`src/nfc_rx_status_pkg.sv`:
```
// package: offsets, field positions, reset values and widths of the rx status bank
package nfc_rx_status_pkg;
	// register numbers are word indices; the bus carries byte addresses, four per index
	localparam logic [9:0] IDX_PT_IRQ = 10'h01D;
	localparam logic [9:0] IDX_FIFO_LO = 10'h01E;
	localparam logic [9:0] IDX_FIFO_HI = 10'h01F;
	localparam logic [9:0] IDX_COLL = 10'h020;
	localparam logic [11:0] OFF_PT_IRQ = {IDX_PT_IRQ, 2'b00};
	localparam logic [11:0] OFF_FIFO_LO = {IDX_FIFO_LO, 2'b00};
	localparam logic [11:0] OFF_FIFO_HI = {IDX_FIFO_HI, 2'b00};
	localparam logic [11:0] OFF_COLL = {IDX_COLL, 2'b00};
	localparam logic [11:0] OFF_EVT_CTRL = 12'h100;
	localparam int BIT_FIELD_TIMER = 7;
	localparam int BIT_SLOT_WL = 6;
	localparam int BIT_APON = 5;
	localparam int BIT_RXE_PTA = 4;
	localparam int BIT_WU_F = 3;
	localparam int BIT_WU_ASTAR = 1;
	localparam int BIT_WU_A = 0;
	localparam int FIFO_CNT_W = 10;
	localparam logic [9:0] FIFO_CNT_MAX = 10'h200;
	localparam int SLOT_CNT_W = 8;
	localparam logic [7:0] SLOT_WL_LEVEL = 8'h04;
	localparam logic [7:0] IRQ_RST = 8'h00;
	localparam logic [7:0] BYTE_RST = 8'h00;
	localparam logic [9:0] CNT_RST = 10'h000;
	localparam int FRAME_BYTES_MAX = 15;
	typedef enum logic [1:0] {
		col_idle,
		col_frame,
		col_done
	} col_state_t;
endpackage : nfc_rx_status_pkg
```
`src/nfc_rx_status_apb.sv`:
```
// apb slave front end: decode, one-wait access, read mux and read strobe
`timescale 1ns/1ps
`default_nettype none
module nfc_rx_status_apb
	import nfc_rx_status_pkg::*;
(
	input wire logic core_clk,
	input wire logic rst_b,
	input wire logic psel,
	input wire logic penable,
	input wire logic pwrite,
	input wire logic [11:0] paddr,
	input wire logic [7:0] irq_val,
	input wire logic [7:0] fifo_lo_val,
	input wire logic [7:0] fifo_hi_val,
	input wire logic [7:0] coll_val,
	input wire logic [7:0] ctrl_val,
	output logic [31:0] prdata,
	output logic pready,
	output logic pslverr,
	output logic irq_read_pulse,
	output logic ctrl_wr_pulse
);
	logic [31:0] prdata_ff;
	logic pready_ff;
	logic pslverr_ff;
	logic rd_irq_ff;
	logic wr_ctrl_ff;
	wire access = psel && penable && !pready_ff;
	wire hit_irq = paddr == OFF_PT_IRQ;
	wire hit_lo = paddr == OFF_FIFO_LO;
	wire hit_hi = paddr == OFF_FIFO_HI;
	wire hit_col = paddr == OFF_COLL;
	wire hit_ctl = paddr == OFF_EVT_CTRL;
	wire mapped = hit_irq | hit_lo | hit_hi | hit_col | hit_ctl;
	wire [7:0] rd_byte = hit_irq ? irq_val : hit_lo ? fifo_lo_val : hit_hi ? fifo_hi_val :
		hit_col ? coll_val : hit_ctl ? ctrl_val : BYTE_RST;
	always_ff @(posedge core_clk or negedge rst_b) begin
		if (!rst_b) begin
			prdata_ff <= 32'h0000_0000;
			pready_ff <= 1'b0;
			pslverr_ff <= 1'b0;
			rd_irq_ff <= 1'b0;
			wr_ctrl_ff <= 1'b0;
		end else begin
			pready_ff <= access;
			pslverr_ff <= access && !mapped;
			prdata_ff <= (access && !pwrite) ? {24'h00_0000, rd_byte} : 32'h0000_0000;
			rd_irq_ff <= access && !pwrite && hit_irq;
			wr_ctrl_ff <= access && pwrite && hit_ctl;
		end
	end
	assign prdata = prdata_ff;
	assign pready = pready_ff;
	assign pslverr = pslverr_ff;
	assign irq_read_pulse = rd_irq_ff;
	assign ctrl_wr_pulse = wr_ctrl_ff;
endmodule : nfc_rx_status_apb
`default_nettype wire

```
`src/nfc_rx_status_irq_regs.sv`:
```
// rx status bank: passive target events, fifo level, last byte info, collision position
// Function
// - target event register clears when read
// - bit 7 set on second field timer expiry
// - bit 6 set at four free slots
// - bit 5 set after clean collision avoidance
// - bit 4 set on auto-answered receive end
// - bit 3 set after automatic SENSF response
// - bit 1 Active*, bit 0 Active, bit 2 reserved
// - 10-bit fifo count, low byte, 0..512
// - count msbs, underflow, overflow in second byte
// - partial last byte bit count, bits 3..1
// - bit 0 flags missing parity, full byte
// - hard framing error leaves fields undefined
// - collision bytes count in bits 7..4
// - collision bit index in bits 3..1
// - bit 0 marks collision on parity
// - collisions recorded only in anticollision frames
// - only hard framing error marks corruption
`timescale 1ns/1ps
`default_nettype none
module nfc_rx_status_irq_regs
	import nfc_rx_status_pkg::*;
(
	input wire logic core_clk,
	input wire logic rst_b,
	input wire logic psel,
	input wire logic penable,
	input wire logic pwrite,
	input wire logic [11:0] paddr,
	input wire logic [31:0] pwdata,
	input wire logic [3:0] pstrb,
	output logic [31:0] prdata,
	output logic pready,
	output logic pslverr,
	input wire logic second_field_wait_timer_expired,
	input wire logic [7:0] free_time_slot_number_count,
	input wire logic field_on_no_collision,
	input wire logic rx_end_auto_answered,
	input wire logic sensf_auto_response_sent,
	input wire logic target_reached_active_star,
	input wire logic target_reached_active,
	input wire logic fifo_push,
	input wire logic fifo_pop,
	input wire logic fifo_clear,
	input wire logic rx_frame_start,
	input wire logic rx_frame_end,
	input wire logic anticollision_frame,
	input wire logic [2:0] last_byte_bit_count,
	input wire logic last_byte_parity_absent,
	input wire logic hard_framing_error_flag,
	input wire logic collision_detect,
	input wire logic [3:0] collision_byte_index,
	input wire logic [2:0] collision_bit_index,
	input wire logic collision_on_parity_flag,
	output logic status_hard_error,
	output logic [7:0] irq_pending
);
	// ----------------------------------------------------------------
	// event register
	// ----------------------------------------------------------------
	logic [7:0] irq_ff;
	logic [7:0] nxt_irq;
	logic irq_read;
	logic ctrl_wr;
	logic slot_wl_armed_ff;
	logic [7:0] evt_en_ff;
	wire slot_at_level = free_time_slot_number_count == SLOT_WL_LEVEL;
	// fire once per arrival at the level, not every cycle while sitting there
	wire slot_wl_evt = slot_at_level && slot_wl_armed_ff;
	logic [7:0] evt_vec;
	always_comb begin
		evt_vec = IRQ_RST;
		evt_vec[BIT_FIELD_TIMER] = second_field_wait_timer_expired;
		evt_vec[BIT_SLOT_WL] = slot_wl_evt;
		evt_vec[BIT_APON] = field_on_no_collision;
		evt_vec[BIT_RXE_PTA] = rx_end_auto_answered;
		evt_vec[BIT_WU_F] = sensf_auto_response_sent;
		evt_vec[BIT_WU_ASTAR] = target_reached_active_star;
		evt_vec[BIT_WU_A] = target_reached_active;
	end
	// a read clears, but an event landing in the same cycle survives it
	assign nxt_irq = ((irq_read ? IRQ_RST : irq_ff) | (evt_vec & evt_en_ff));
	always_ff @(posedge core_clk or negedge rst_b) begin
		if (!rst_b) begin
			irq_ff <= IRQ_RST;
			slot_wl_armed_ff <= 1'b1;
		end else begin
			irq_ff <= nxt_irq;
			slot_wl_armed_ff <= !slot_at_level;
		end
	end
	// ----------------------------------------------------------------
	// event enable register (software writable, steers the latching)
	// ----------------------------------------------------------------
	always_ff @(posedge core_clk or negedge rst_b) begin
		if (!rst_b) begin
			evt_en_ff <= 8'hFB;
		end else if (ctrl_wr && pstrb[0]) begin
			evt_en_ff <= pwdata[7:0] & 8'hFB;
		end
	end
	// ----------------------------------------------------------------
	// fifo occupancy and flags
	// ----------------------------------------------------------------
	logic [FIFO_CNT_W-1:0] cnt_ff;
	logic [FIFO_CNT_W-1:0] nxt_cnt;
	logic unf_ff;
	logic ovr_ff;
	wire do_push = fifo_push && !fifo_pop;
	wire do_pop = fifo_pop && !fifo_push;
	wire push_full = do_push && (cnt_ff == FIFO_CNT_MAX);
	wire pop_empty = do_pop && (cnt_ff == CNT_RST);
	// saturate at both ends so the count never leaves 0..512
	assign nxt_cnt = fifo_clear ? CNT_RST :
		(do_push && !push_full) ? cnt_ff + 10'h001 :
		(do_pop && !pop_empty) ? cnt_ff - 10'h001 : cnt_ff;
	always_ff @(posedge core_clk or negedge rst_b) begin
		if (!rst_b) begin
			cnt_ff <= CNT_RST;
			unf_ff <= 1'b0;
			ovr_ff <= 1'b0;
		end else begin
			cnt_ff <= nxt_cnt;
			unf_ff <= (unf_ff && !fifo_clear) || pop_empty;
			ovr_ff <= (ovr_ff && !fifo_clear) || push_full;
		end
	end
	// ----------------------------------------------------------------
	// last byte info, captured at frame end
	// ----------------------------------------------------------------
	logic [2:0] lb_bits_ff;
	logic parity_absent_ff;
	logic hard_err_ff;
	always_ff @(posedge core_clk or negedge rst_b) begin
		if (!rst_b) begin
			lb_bits_ff <= 3'h0;
			parity_absent_ff <= 1'b0;
			hard_err_ff <= 1'b0;
		end else if (rx_frame_end) begin
			lb_bits_ff <= last_byte_bit_count;
			parity_absent_ff <= last_byte_parity_absent && (last_byte_bit_count == 3'h0);
			hard_err_ff <= hard_framing_error_flag;
		end else if (rx_frame_start) begin
			hard_err_ff <= 1'b0;
		end
	end
	// ----------------------------------------------------------------
	// collision position, only inside anticollision frames
	// ----------------------------------------------------------------
	col_state_t col_state_ff;
	col_state_t nxt_col_state;
	logic [7:0] coll_ff;
	wire col_in_frame = col_state_ff == col_frame;
	// hard framing errors count as collisions too; both are dropped outside the frame
	wire col_hit = col_in_frame && (collision_detect || hard_framing_error_flag);
	wire [7:0] col_word = {collision_byte_index, collision_bit_index, collision_on_parity_flag};
	always_comb begin
		nxt_col_state = col_state_ff;
		unique case (col_state_ff)
			col_idle: begin
				if (rx_frame_start && anticollision_frame) begin
					nxt_col_state = col_frame;
				end
			end
			col_frame: begin
				if (rx_frame_end) begin
					nxt_col_state = col_idle;
				end else if (col_hit) begin
					nxt_col_state = col_done;
				end
			end
			col_done: begin
				if (rx_frame_end) begin
					nxt_col_state = col_idle;
				end
			end
		endcase
	end
	always_ff @(posedge core_clk or negedge rst_b) begin
		if (!rst_b) begin
			col_state_ff <= col_idle;
			coll_ff <= BYTE_RST;
		end else begin
			col_state_ff <= nxt_col_state;
			// first collision only; later ones in the same frame are ignored
			if (col_hit) begin
				coll_ff <= col_word;
			end
		end
	end
	// ----------------------------------------------------------------
	// register views and bus
	// ----------------------------------------------------------------
	// fields below stay whatever last capture left when hard error is set
	wire [7:0] fifo_lo_view = cnt_ff[7:0];
	wire [7:0] fifo_hi_view = {cnt_ff[9:8], unf_ff, ovr_ff, lb_bits_ff, parity_absent_ff};
	nfc_rx_status_apb u_apb (
		.core_clk(core_clk),
		.rst_b(rst_b),
		.psel(psel),
		.penable(penable),
		.pwrite(pwrite),
		.paddr(paddr),
		.irq_val(irq_ff),
		.fifo_lo_val(fifo_lo_view),
		.fifo_hi_val(fifo_hi_view),
		.coll_val(coll_ff),
		.ctrl_val(evt_en_ff),
		.prdata(prdata),
		.pready(pready),
		.pslverr(pslverr),
		.irq_read_pulse(irq_read),
		.ctrl_wr_pulse(ctrl_wr)
	);
	logic hard_err_out_ff;
	logic [7:0] irq_out_ff;
	always_ff @(posedge core_clk or negedge rst_b) begin
		if (!rst_b) begin
			hard_err_out_ff <= 1'b0;
			irq_out_ff <= IRQ_RST;
		end else begin
			hard_err_out_ff <= hard_err_ff;
			irq_out_ff <= irq_ff;
		end
	end
	assign status_hard_error = hard_err_out_ff;
	assign irq_pending = irq_out_ff;
endmodule : nfc_rx_status_irq_regs
`default_nettype wire

```
`config.mk`:
```
export PLATFORM = sky130hd
export DESIGN_NAME = nfc_rx_status_irq_regs
export DESIGN_NICKNAME = d
export VERILOG_FILES = /design/src/nfc_rx_status_pkg.sv /design/src/nfc_rx_status_apb.sv /design/src/nfc_rx_status_irq_regs.sv
export SDC_FILE = /design/constraint.sdc
export NUM_CORES = 1
export LEC_CHECK = 0
export BUFFER_PORTS_ARGS = -buffer_cell sky130_fd_sc_hd__buf_2
export CAP_MARGIN = 10
export CORE_MARGIN = 5
export CORE_UTILIZATION = 30
export CTS_BUF_LIST = sky130_fd_sc_hd__clkbuf_4 sky130_fd_sc_hd__clkbuf_8
export DETAILED_ROUTE_END_ITERATION = 6
export GPL_TIMING_DRIVEN = 0
export PLACE_DENSITY_LB_ADDON = 0.05
export SYNTH_ARGS = -nofsm -noshare
export SYNTH_HDL_FRONTEND = slang
export SYNTH_SLANG_ARGS = --single-unit
```
`constraint.sdc`:
```
create_clock -name core_clk -period 3.2 [get_ports core_clk]
set_input_delay 0.64 -clock core_clk [delete_from_list [all_inputs] [get_ports core_clk]]
set_output_delay 0.64 -clock core_clk [all_outputs]
set_load 0.02 [all_outputs]
```
## Yosys cells after proc, flatten, opt, wreduce, memory -nomap -nowiden

Cells that the tools add are included.

| storage, ports and cells | value |
|---|---|
| bits in registers | 88 |
| output and inout port bits | 43 |
| memories kept | 0 |
| bits in latches | 0 |
| memory bits (read-only) | 0 |
| RAM bits | 0 |

| cells by class | value |
|---|---|
| shift operators | 0 |
| add/sub/neg operators | 2 |
| div/mod/pow operators | 0 |
| equal/unequal tests | 12 |
| multipliers | 0 |
| magnitude comparators | 0 |
| reductions and logical operators | 38 |
| multiplexer cells | 17 |
| bitwise logic cells | 6 |

Operators by type and width:

| cell | number |
|---|---|
| 2-to-1 mux 8 bit | 7 |
| == test 12 x 7 -> 1 bit, second input constant | 3 |
| 2-to-1 mux 10 bit | 3 |
| logical AND 1 bit | 20 |
| == test 12 x 8 -> 1 bit, second input constant | 1 |
| == test 12 x 9 -> 1 bit, second input constant | 1 |
| adder 10 x 1 -> 10 bit, second input constant | 1 |
| == test 10 bit, second input constant | 1 |
| zero test 10 bit | 1 |
| subtractor 10 x 1 -> 10 bit, second input constant | 1 |
| zero test 1 bit | 9 |
| AND 8 bit | 1 |
| == test 8 x 3 -> 1 bit, second input constant | 1 |
| 2-to-1 mux 2 bit | 4 |
| OR 8 bit | 1 |
| one-hot mux 2 bit (3 select lines) | 1 |
| != test 2 bit, second input constant | 2 |
| OR 1 bit | 4 |
| zero test 3 bit | 1 |
| logical OR 1 bit | 3 |
| != test 3 x 2 -> 1 bit, second input constant | 1 |
| AND reduction 3 bit | 1 |
| nonzero test 3 bit | 1 |
| == test 2 x 1 -> 1 bit, second input constant | 1 |
| other kinds (4) | 5 |

## Longest topological paths before layout

Gate-level depths: netlist (run 1).

| logic depth | value |
|---|---|
| depth after elaboration | 8 |
| depth in mapped cells | 9 |
| mapped depth without buffers | 9 |

## By module

From an unflattened synthesis (run 1), not the netlist that was laid out.

| unflattened totals | value |
|---|---|
| cell total of the unflattened synthesis | 330 |
| area, all modules | 3435.8 µm² |

By module, submodules not included:

| module | cells each | area each (µm²) | instances | sequential area each (µm²) |
|---|---|---|---|---|
| nfc_rx_status_irq_regs | 202 | 2362.3 | 1 | 1261.2 |
| nfc_rx_status_apb | 128 | 1073.5 | 1 | 300.3 |

## Worst setup path before layout (run 1)

No wires, ideal clock.

| path | value |
|---|---|
| kind | register to register |
| from | register cnt_ff[4] |
| to | register cnt_ff[9] |
| arrival time | 2777 ps |
| library setup time | 82 ps |
| data required time | 3118 ps |
| cell stages (with the launch flop) | 10 |
| path buffers | 0 |
| slack | 341 ps |
| clock period less this slack | 2859 ps |
| cells stage by stage | dfrtp_1 nor4_1 nand4_1 nand2_1 ha_1 a211oi_1 o21ai_1 a41o_1 o32a_1 o22ai_1 |

| on the way | value |
|---|---|
| word-level cells in the longest chain between the ends | 6 |

RTL lines:

| what | line | source |
|---|---|---|
| start: declaration | nfc_rx_status_irq_regs.sv:106 | `logic [FIFO_CNT_W-1:0] cnt_ff;` |
| start signal: assignment | nfc_rx_status_irq_regs.sv:124 | `cnt_ff <= nxt_cnt;` |
| branches (longest 6 deep; another with subtractor 10 x 1 -> 10 bit) | -- |  |

Several ways; the timed one is not identified. The select of a mux whose other input is x is not followed.
A chain may end at the register's enable or synchronous reset.

## Worst setup path in the final report (run 1)

Same ends and word-level chain as after synthesis.

==> results of run 1 <==
-- power groups by stage --
stage	registers, µW	logic (µW)	clock network [µW]
after floorplan	1000	808	0
after global placement	1050	1020	0
after detailed placement	1050	1030	0
after CTS	1040	1050	763
after global routing	1070	1200	796
final	1040	1050	733
-- registers in the layout (all words and copies together) (netlist names) --
register              count
slot_wl_armed_ff          1
parity_absent_ff          1
unf_ff                    1
coll_ff                   8
u_apb.prdata              8
u_apb.pslverr             1
status_hard_error         1
evt_en_ff                 7
ovr_ff                    1
u_apb.ctrl_wr_pulse       1
hard_err_ff               1
cnt_ff                   10
irq_ff                    7
lb_bits_ff                3
u_apb.pready              1
u_apb.irq_read_pulse      1
col_state_ff              2
irq_pending               7
-- metal layers --
metal,track usage,vias up,wire length [µm]
li1,-,1371,-
met1,0.173,1330,3960
met2,0.224,57,4470
met3,0.0420,8,446
met4,0.0321,0,85
met5,0,-,0
-- placed cells by master (no fill, tap or decap), drive strengths merged, types with 3 or more instances in the layout --
cell and instances:
buf 105, dfrtp 54, nand2 27, conb 25
nor2 22, mux2 21, o21ai 19, clkbuf 18
nand3 16, inv 15, nor2b 11, a21oi 11
ha 11, mux2i 9, dfstp 8, nand2b 7
o211ai 7, a32o 6, nor4 5, a22oi 4
o22ai 4, xnor2 4, nor3 4, and3 4
a22o 3, a21o 3
-- logic make-up (layout without fill, tap and decap cells) --
group           Yosys count  count (layout)  synth area share
other cells               1              25           0.00110
buf+inv                  48             141            0.0820
flops                    62              62             0.457
simple gates            109             109             0.173
xor+xnor                  6               6            0.0154
mux                      30              30            0.0955
fa+ha+maj                12              12            0.0461
compound gates           66              66             0.130
-- worst max-delay path: cells and delay by family, from the launching register on --
| family | cells | cell delay [ns] |
|---|---|---|
| AO/OA/AOI/OAI | 5 | 1.27 |
| adder cells (fa/ha/maj) | 1 | 0.27 |
| flip-flops | 1 | 0.45 |
| AND/OR/NAND/NOR | 3 | 0.85 |
-- final timing paths --
kind | cells past startpoint | to | startpoint | slack [ns]
worst max-delay path | 9 | cnt_ff[9]$_DFFE_PN0P_ | cnt_ff[4]$_DFFE_PN0P_ | 0.28
worst min-delay path | 1 | irq_pending[5]$_DFF_PN0_ | rst_b | 0.38
worst max register to register | 9 | cnt_ff[9]$_DFFE_PN0P_ | cnt_ff[4]$_DFFE_PN0P_ | 0.28
worst min register to register | 0 | status_hard_error$_DFF_PN0_ | hard_err_ff$_DFFE_PN0P_ | 0.39
max in group asynchronous | 1 | cnt_ff[8]$_DFFE_PN0P_ | rst_b | 2.28
min in group core_clk | 0 | status_hard_error$_DFF_PN0_ | hard_err_ff$_DFFE_PN0P_ | 0.39
-- per-stage QoR --
step	cells	setup slack (ns)	setup TNS, ns
2_1_floorplan	358	0.341	0
3_3_place_gp	576	-0.360	-0.419
3_5_place_dp	576	-0.383	-0.509
4_1_cts	592	0.0678	0
5_1_grt	594	0.0640	0
6_report	594	0.277	0
-- timing repair --
action                                 4_1_cts  5_1_grt
setup endpoints to repair                    3        2
pin swaps                                    0        1
gates resized for setup                      3        3
buffers inserted                             0        2
endpoints found under the hold margin        0        0
-- layout make-up --
type / instances / area [µm²] / share of cell area
well taps: 143 / 179 / 0.0413
clock buffers: 13 / 173 / 0.0399
repair buffers: 77 / 393 / 0.0908
flip-flops and latches: 62 / 1560 / 0.361
inverters: 15 / 56.3 / 0.0130
plain buffers: 33 / 224 / 0.0517
clock inverters: 3 / 42.5 / 0.00983
multi-input cells: 248 / 1700 / 0.393
==> impl_results.md, run 1 <==
* Status: finished clean
* Worst-path fanout max at 9
* Clock share of power at 0.259
* Final setup viols at 0
* Pint at 1850 µW
* Most frequent cells after synthesis: 54 x dfrtp_1, 26 x buf_4, 26 x nand2_1, 22 x nor2_1, 21 x mux2_2
* Area after DPL at 4070 µm²
* Post-synth top area share at 0.395
* Clk slew on worst S/H paths at 0.07 ns
* Final Hold Vio Count at 0
* Period utilization at 0.913
* Clk root buf: clkbuf_8
* # DRC at 0
* Achievable frequency at 0.342 GHz
* Least-Margin Pin Slew at 1.02 ns
* Syn_area_per_cell at 10.2 µm²
* Max_slew headroom at 0.314
* CTS tree: done
* DRT Pass-1 Iters at 4
* Unique masters post-synth at 50
* Fraction of registers with async set/reset at 1.00
* Antenna Diode Count at 0
* Worst Setup End Kind: register
* Hold_buf cts at 0
* Synth area leaders: dfrtp_1 40%, mux2_2 6.9%, dfstp_2 6.1%
* Hold Path Class: in2async
* PwrDens at 654 nW/µm²
* Num rows at 39
* Die height at 117 µm
* Hold slack at 0.382 ns
* Finished Cell Area at 4330 µm²
* Combinational power share at 0.373
* VDD IR-drop max at 0.000228 V
* Most frequent cell after synthesis: dfrtp_1
* CP arrival at 3.18 ns
* Routed via count at 2766
* Crit path max-delay cell type: dfrtp_1
* RSZ-0062 raised after global routing: no
* Max-slew violations at 0
* Critical-path cell list: nor4_4, nand4_1, nand2_4, ha_1, a211oi_2, o21ai_1, a41o_1, o32a_1, o22ai_1
* Synth Instances at 334
* DR iter-0 viols at 105
* H-tree levels at 3
* Core Area at 11300 µm²
* Final Util at 0.384
* Die W at 117 µm
* Yosys reg bits at 62
* Final nets at 545
* Total die area at 13600 µm²
* Seq/Total Area, Yosys at 0.457
* Vias in the first global route at 2678
* CTS Buffer Depth at 2
* Largest net degree at the start of global routing at 63
* Leakage at 0.00205 µW
* HPWL after DPL at 7010 µm
* First-pass GRT wire length at 14000 µm
* Cell Area, Synth at 3420 µm²
* Post-synth top flop: dfrtp_1
* Switch share at 0.347
* Routability Congestion at 0.774
* Max Cap Viol at 0
* Synth warnings at 0
* GRT Overall Usage at 0.135
* CP Class: reg2reg
* Final wirelength at 8950 µm
* Vias per inst at 4.66
* Post-synth top area cell: dfrtp_1
* Period minus WS final at 2.92 ns
* Sw power at 982 µW
* Seq pwr share at 0.368
* Setup crit start kind: register
* Worst Skew at 0.00824 ns
* Layout cells sized above 1 at 0.353
* Ports at 130
* CP required at 3.46 ns
* GRT Residual Overflow at 0
* Initial antenna violation count at 0
* Fillers at 1169
* Pwr Total at 2830 µW
* Per-cell routed wire length at 15.1 µm
* Layout area overhead at 26.6%
* Initial Util at 0.303
* Clock latency on the worst-skew pair at 0.34 ns
* Clock Sinks at 62
* Remaining antenna violation count at 0
* Critical path's largest stage delay at 0.45 ns
* Number of enable flip-flop cells after synthesis at 0
* IO Port Bufs at 75
* TritonCTS buffer count at 9
(Power assumes the default switching activity.)
==> run 2: changes to the inputs <==
==> constraint.sdc (replaced) <==
create_clock -name core_clk -period 3.73 [get_ports core_clk]
set_input_delay 0.746 -clock core_clk [delete_from_list [all_inputs] [get_ports core_clk]]
set_output_delay 0.746 -clock core_clk [all_outputs]
set_load 0.02 [all_outputs]
==> run 2 against run 1 <==
Compared with the run above: core utilization down 0.37 points; combinational power down 16%; critical path type unchanged; flip-flop and latch count unchanged; wire length about the same; design area down 0.95%; count of clock-buffer cells in the layout unchanged; largest power group is now registers; setup slack better by 0.11 ns; first-iteration DRC count down 0.95%; hold slack better by 0.0060 ns.
==> impl_results.md, run 2 (synthesis gave the netlist of run 1 again) <==
* Initial Util at 0.303 (unchanged)
* Die W at 117 µm (unchanged)
* IO Port Bufs at 75 (unchanged)
* CP required at 3.99 ns (+0.53 ns)
* Least-Margin Pin Slew at 1.01 ns (-0.00773 ns)
* GRT Residual Overflow at 0 (unchanged)
* Period minus WS final at 3.35 ns (+0.425 ns)
* Max-slew violations at 0 (unchanged)
* Status: finished clean
* Remaining antenna violation count at 0 (unchanged)
* DR iter-0 viols at 104 (-0.95%)
* Clk slew on worst S/H paths at 0.07 ns (about the same)
* Max Cap Viol at 0 (unchanged)
* Num rows at 39 (unchanged)
* Worst-path fanout max at 9 (unchanged)
* Crit path max-delay cell type: dfrtp_1
* Clock Sinks at 62 (unchanged)
* Setup_tns at 0 ns (unchanged)
* Final Hold Vio Count at 0 (unchanged)
* Setup crit start kind: register
* Hold Path Class: reg2reg
* Final nets at 543 (-0.37%)
* Final wirelength at 8950 µm (about the same)
* H-tree levels at 3 (unchanged)
* Critical-path cell list: nor4_2, nand4_1, nand2_1, ha_1, a211oi_1, o21ai_1, a41o_1, o32a_1, o22ai_1
* Post-CTS Setup Inserts at 0 (unchanged)
* Core Area at 11300 µm² (unchanged)
* Layout cells sized above 1 at 0.343 (-0.00957)
* Achievable frequency at 0.299 GHz (-13%)
* Final setup viols at 0 (unchanged)
* Routed via count at 2758 (-0.29%)
* Routability Congestion at 0.774 (unchanged)
* Clk root buf: clkbuf_8
* Leakage at 0.00204 µW (-0.75%)
* Hold slack at 0.388 ns (+0.00598 ns)
* Max_slew headroom at 0.319 (+0.00519)
* Total die area at 13600 µm² (unchanged)
* Initial antenna violation count at 0 (unchanged)
* # DRC at 0 (unchanged)
* Largest net degree at the start of global routing at 63 (unchanged)
* Ports at 130 (unchanged)
* Most frequent cells in the layout: 76 x buf_2, 54 x dfrtp_1, 27 x buf_4
* First-pass GRT wire length at 14000 µm (-0.10%)
* Die height at 117 µm (unchanged)
* Clock latency on the worst-skew pair at 0.34 ns (about the same)
* Vias in the first global route at 2680 (+0.075%)
* TritonCTS buffer count at 9 (unchanged)
* DRT Pass-1 Iters at 4 (unchanged)
* Worst Setup End Kind: register
* Most common cell after layout, fill and taps aside: buf_2
* Antenna Diode Count at 0 (unchanged)
* CTS Buffer Depth at 2 (unchanged)
* CTS tree: done
* Largest register FFs at 10 (unchanged)
* Setup slack, reg-to-reg at 0.38 ns (+0.11 ns)
* Register name with the most flops: cnt_ff
* RSZ-0062 raised after global routing: no
* Period utilization at 0.897 (-0.0159)
* HPWL after DPL at 7010 µm (unchanged)
* CP arrival at 3.61 ns (+0.43 ns)
* Pwr Total at 2390 µW (-15%)
* GRT Overall Usage at 0.135 (about the same)
* PwrDens at 558 nW/µm² (-15%)
* VDD IR-drop max at 0.000195 V (-14%)
* Final Util at 0.380 (-0.00366)
* Worst Skew at 0.00796 ns (-0.000279 ns)
* Per-cell routed wire length at 15.1 µm (+0.28%)
* Vias per inst at 4.66 (about the same)
* Layout area overhead at 25.4%
* CP Class: reg2reg
* Critical path's largest stage delay at 0.45 ns (about the same)
-- run 2: cell count changes in the layout (fill, tap and decap cells not counted) --
cell      previous run  this run
a211oi_1             1         2
a211oi_2             1         0
buf_4               29        27
nand2_1             25        26
nand2_4              1         0
nor3_1               3         4
nor3_2               1         0
nor4_2               0         1
nor4_4               3         2
-- run 2: layout make-up --
class,instances,area (µm²)
fill,1169,6990
timing repair buffer,75,378
sequential,62,1560
multi-input combinational,248,1670
clock buffer,13,173
tap,143,179
inverter,15,56.3
clock inverter,3,42.5
buffer,33,224
-- run 2: what timing repair did --
action	4_1_cts	5_1_grt
setup endpoints to repair	0	1
hold buffers	0	0
resized for setup	0	1
-- run 2: worst max-delay path, delay by kind of cell (launching register included) --
kind	cells	cell delay, ns
AO/OA/AOI/OAI	5	1.41
adder cells (fa/ha/maj)	1	0.32
flip-flops	1	0.45
AND/OR/NAND/NOR	3	1.08
-- run 2: final timing paths --
path | start | end | cells after the start
setup / recovery | cnt_ff[4]$_DFFE_PN0P_ | cnt_ff[9]$_DFFE_PN0P_ | 9
hold / removal | hard_err_ff$_DFFE_PN0P_ | status_hard_error$_DFF_PN0_ | 0
setup reg to reg | cnt_ff[4]$_DFFE_PN0P_ | cnt_ff[9]$_DFFE_PN0P_ | 9
hold reg to reg | hard_err_ff$_DFFE_PN0P_ | status_hard_error$_DFF_PN0_ | 0
max in group asynchronous | rst_b | cnt_ff[8]$_DFFE_PN0P_ | 1
min in group asynchronous | rst_b | irq_pending[5]$_DFF_PN0_ | 1
-- run 2: where the power goes --
group / internal (µW) / leakage [µW] / switching [µW]
combinational: 411 / 0.00121 / 468
sequential: 784 / 0.000724 / 102
clock: 370 / 0.000109 / 259
-- run 2: per-stage QoR --
stage	area [µm²]	setup WS, ns	cells
finish	4290	0.383	592
global route	4290	0.0191	592
CTS	4280	0.125	592
detailed placement	4070	0.147	576
global placement	4060	0.170	576
floorplan	3510	0.871	358
-- run 2: per-layer routing --
metal	wire [µm]	GRT usage	vias up
li1	-	-	1366
met1	3940	0.173	1324
met2	4460	0.225	60
met3	469	0.0420	8
met4	85	0.0321	0
met5	0	0	-
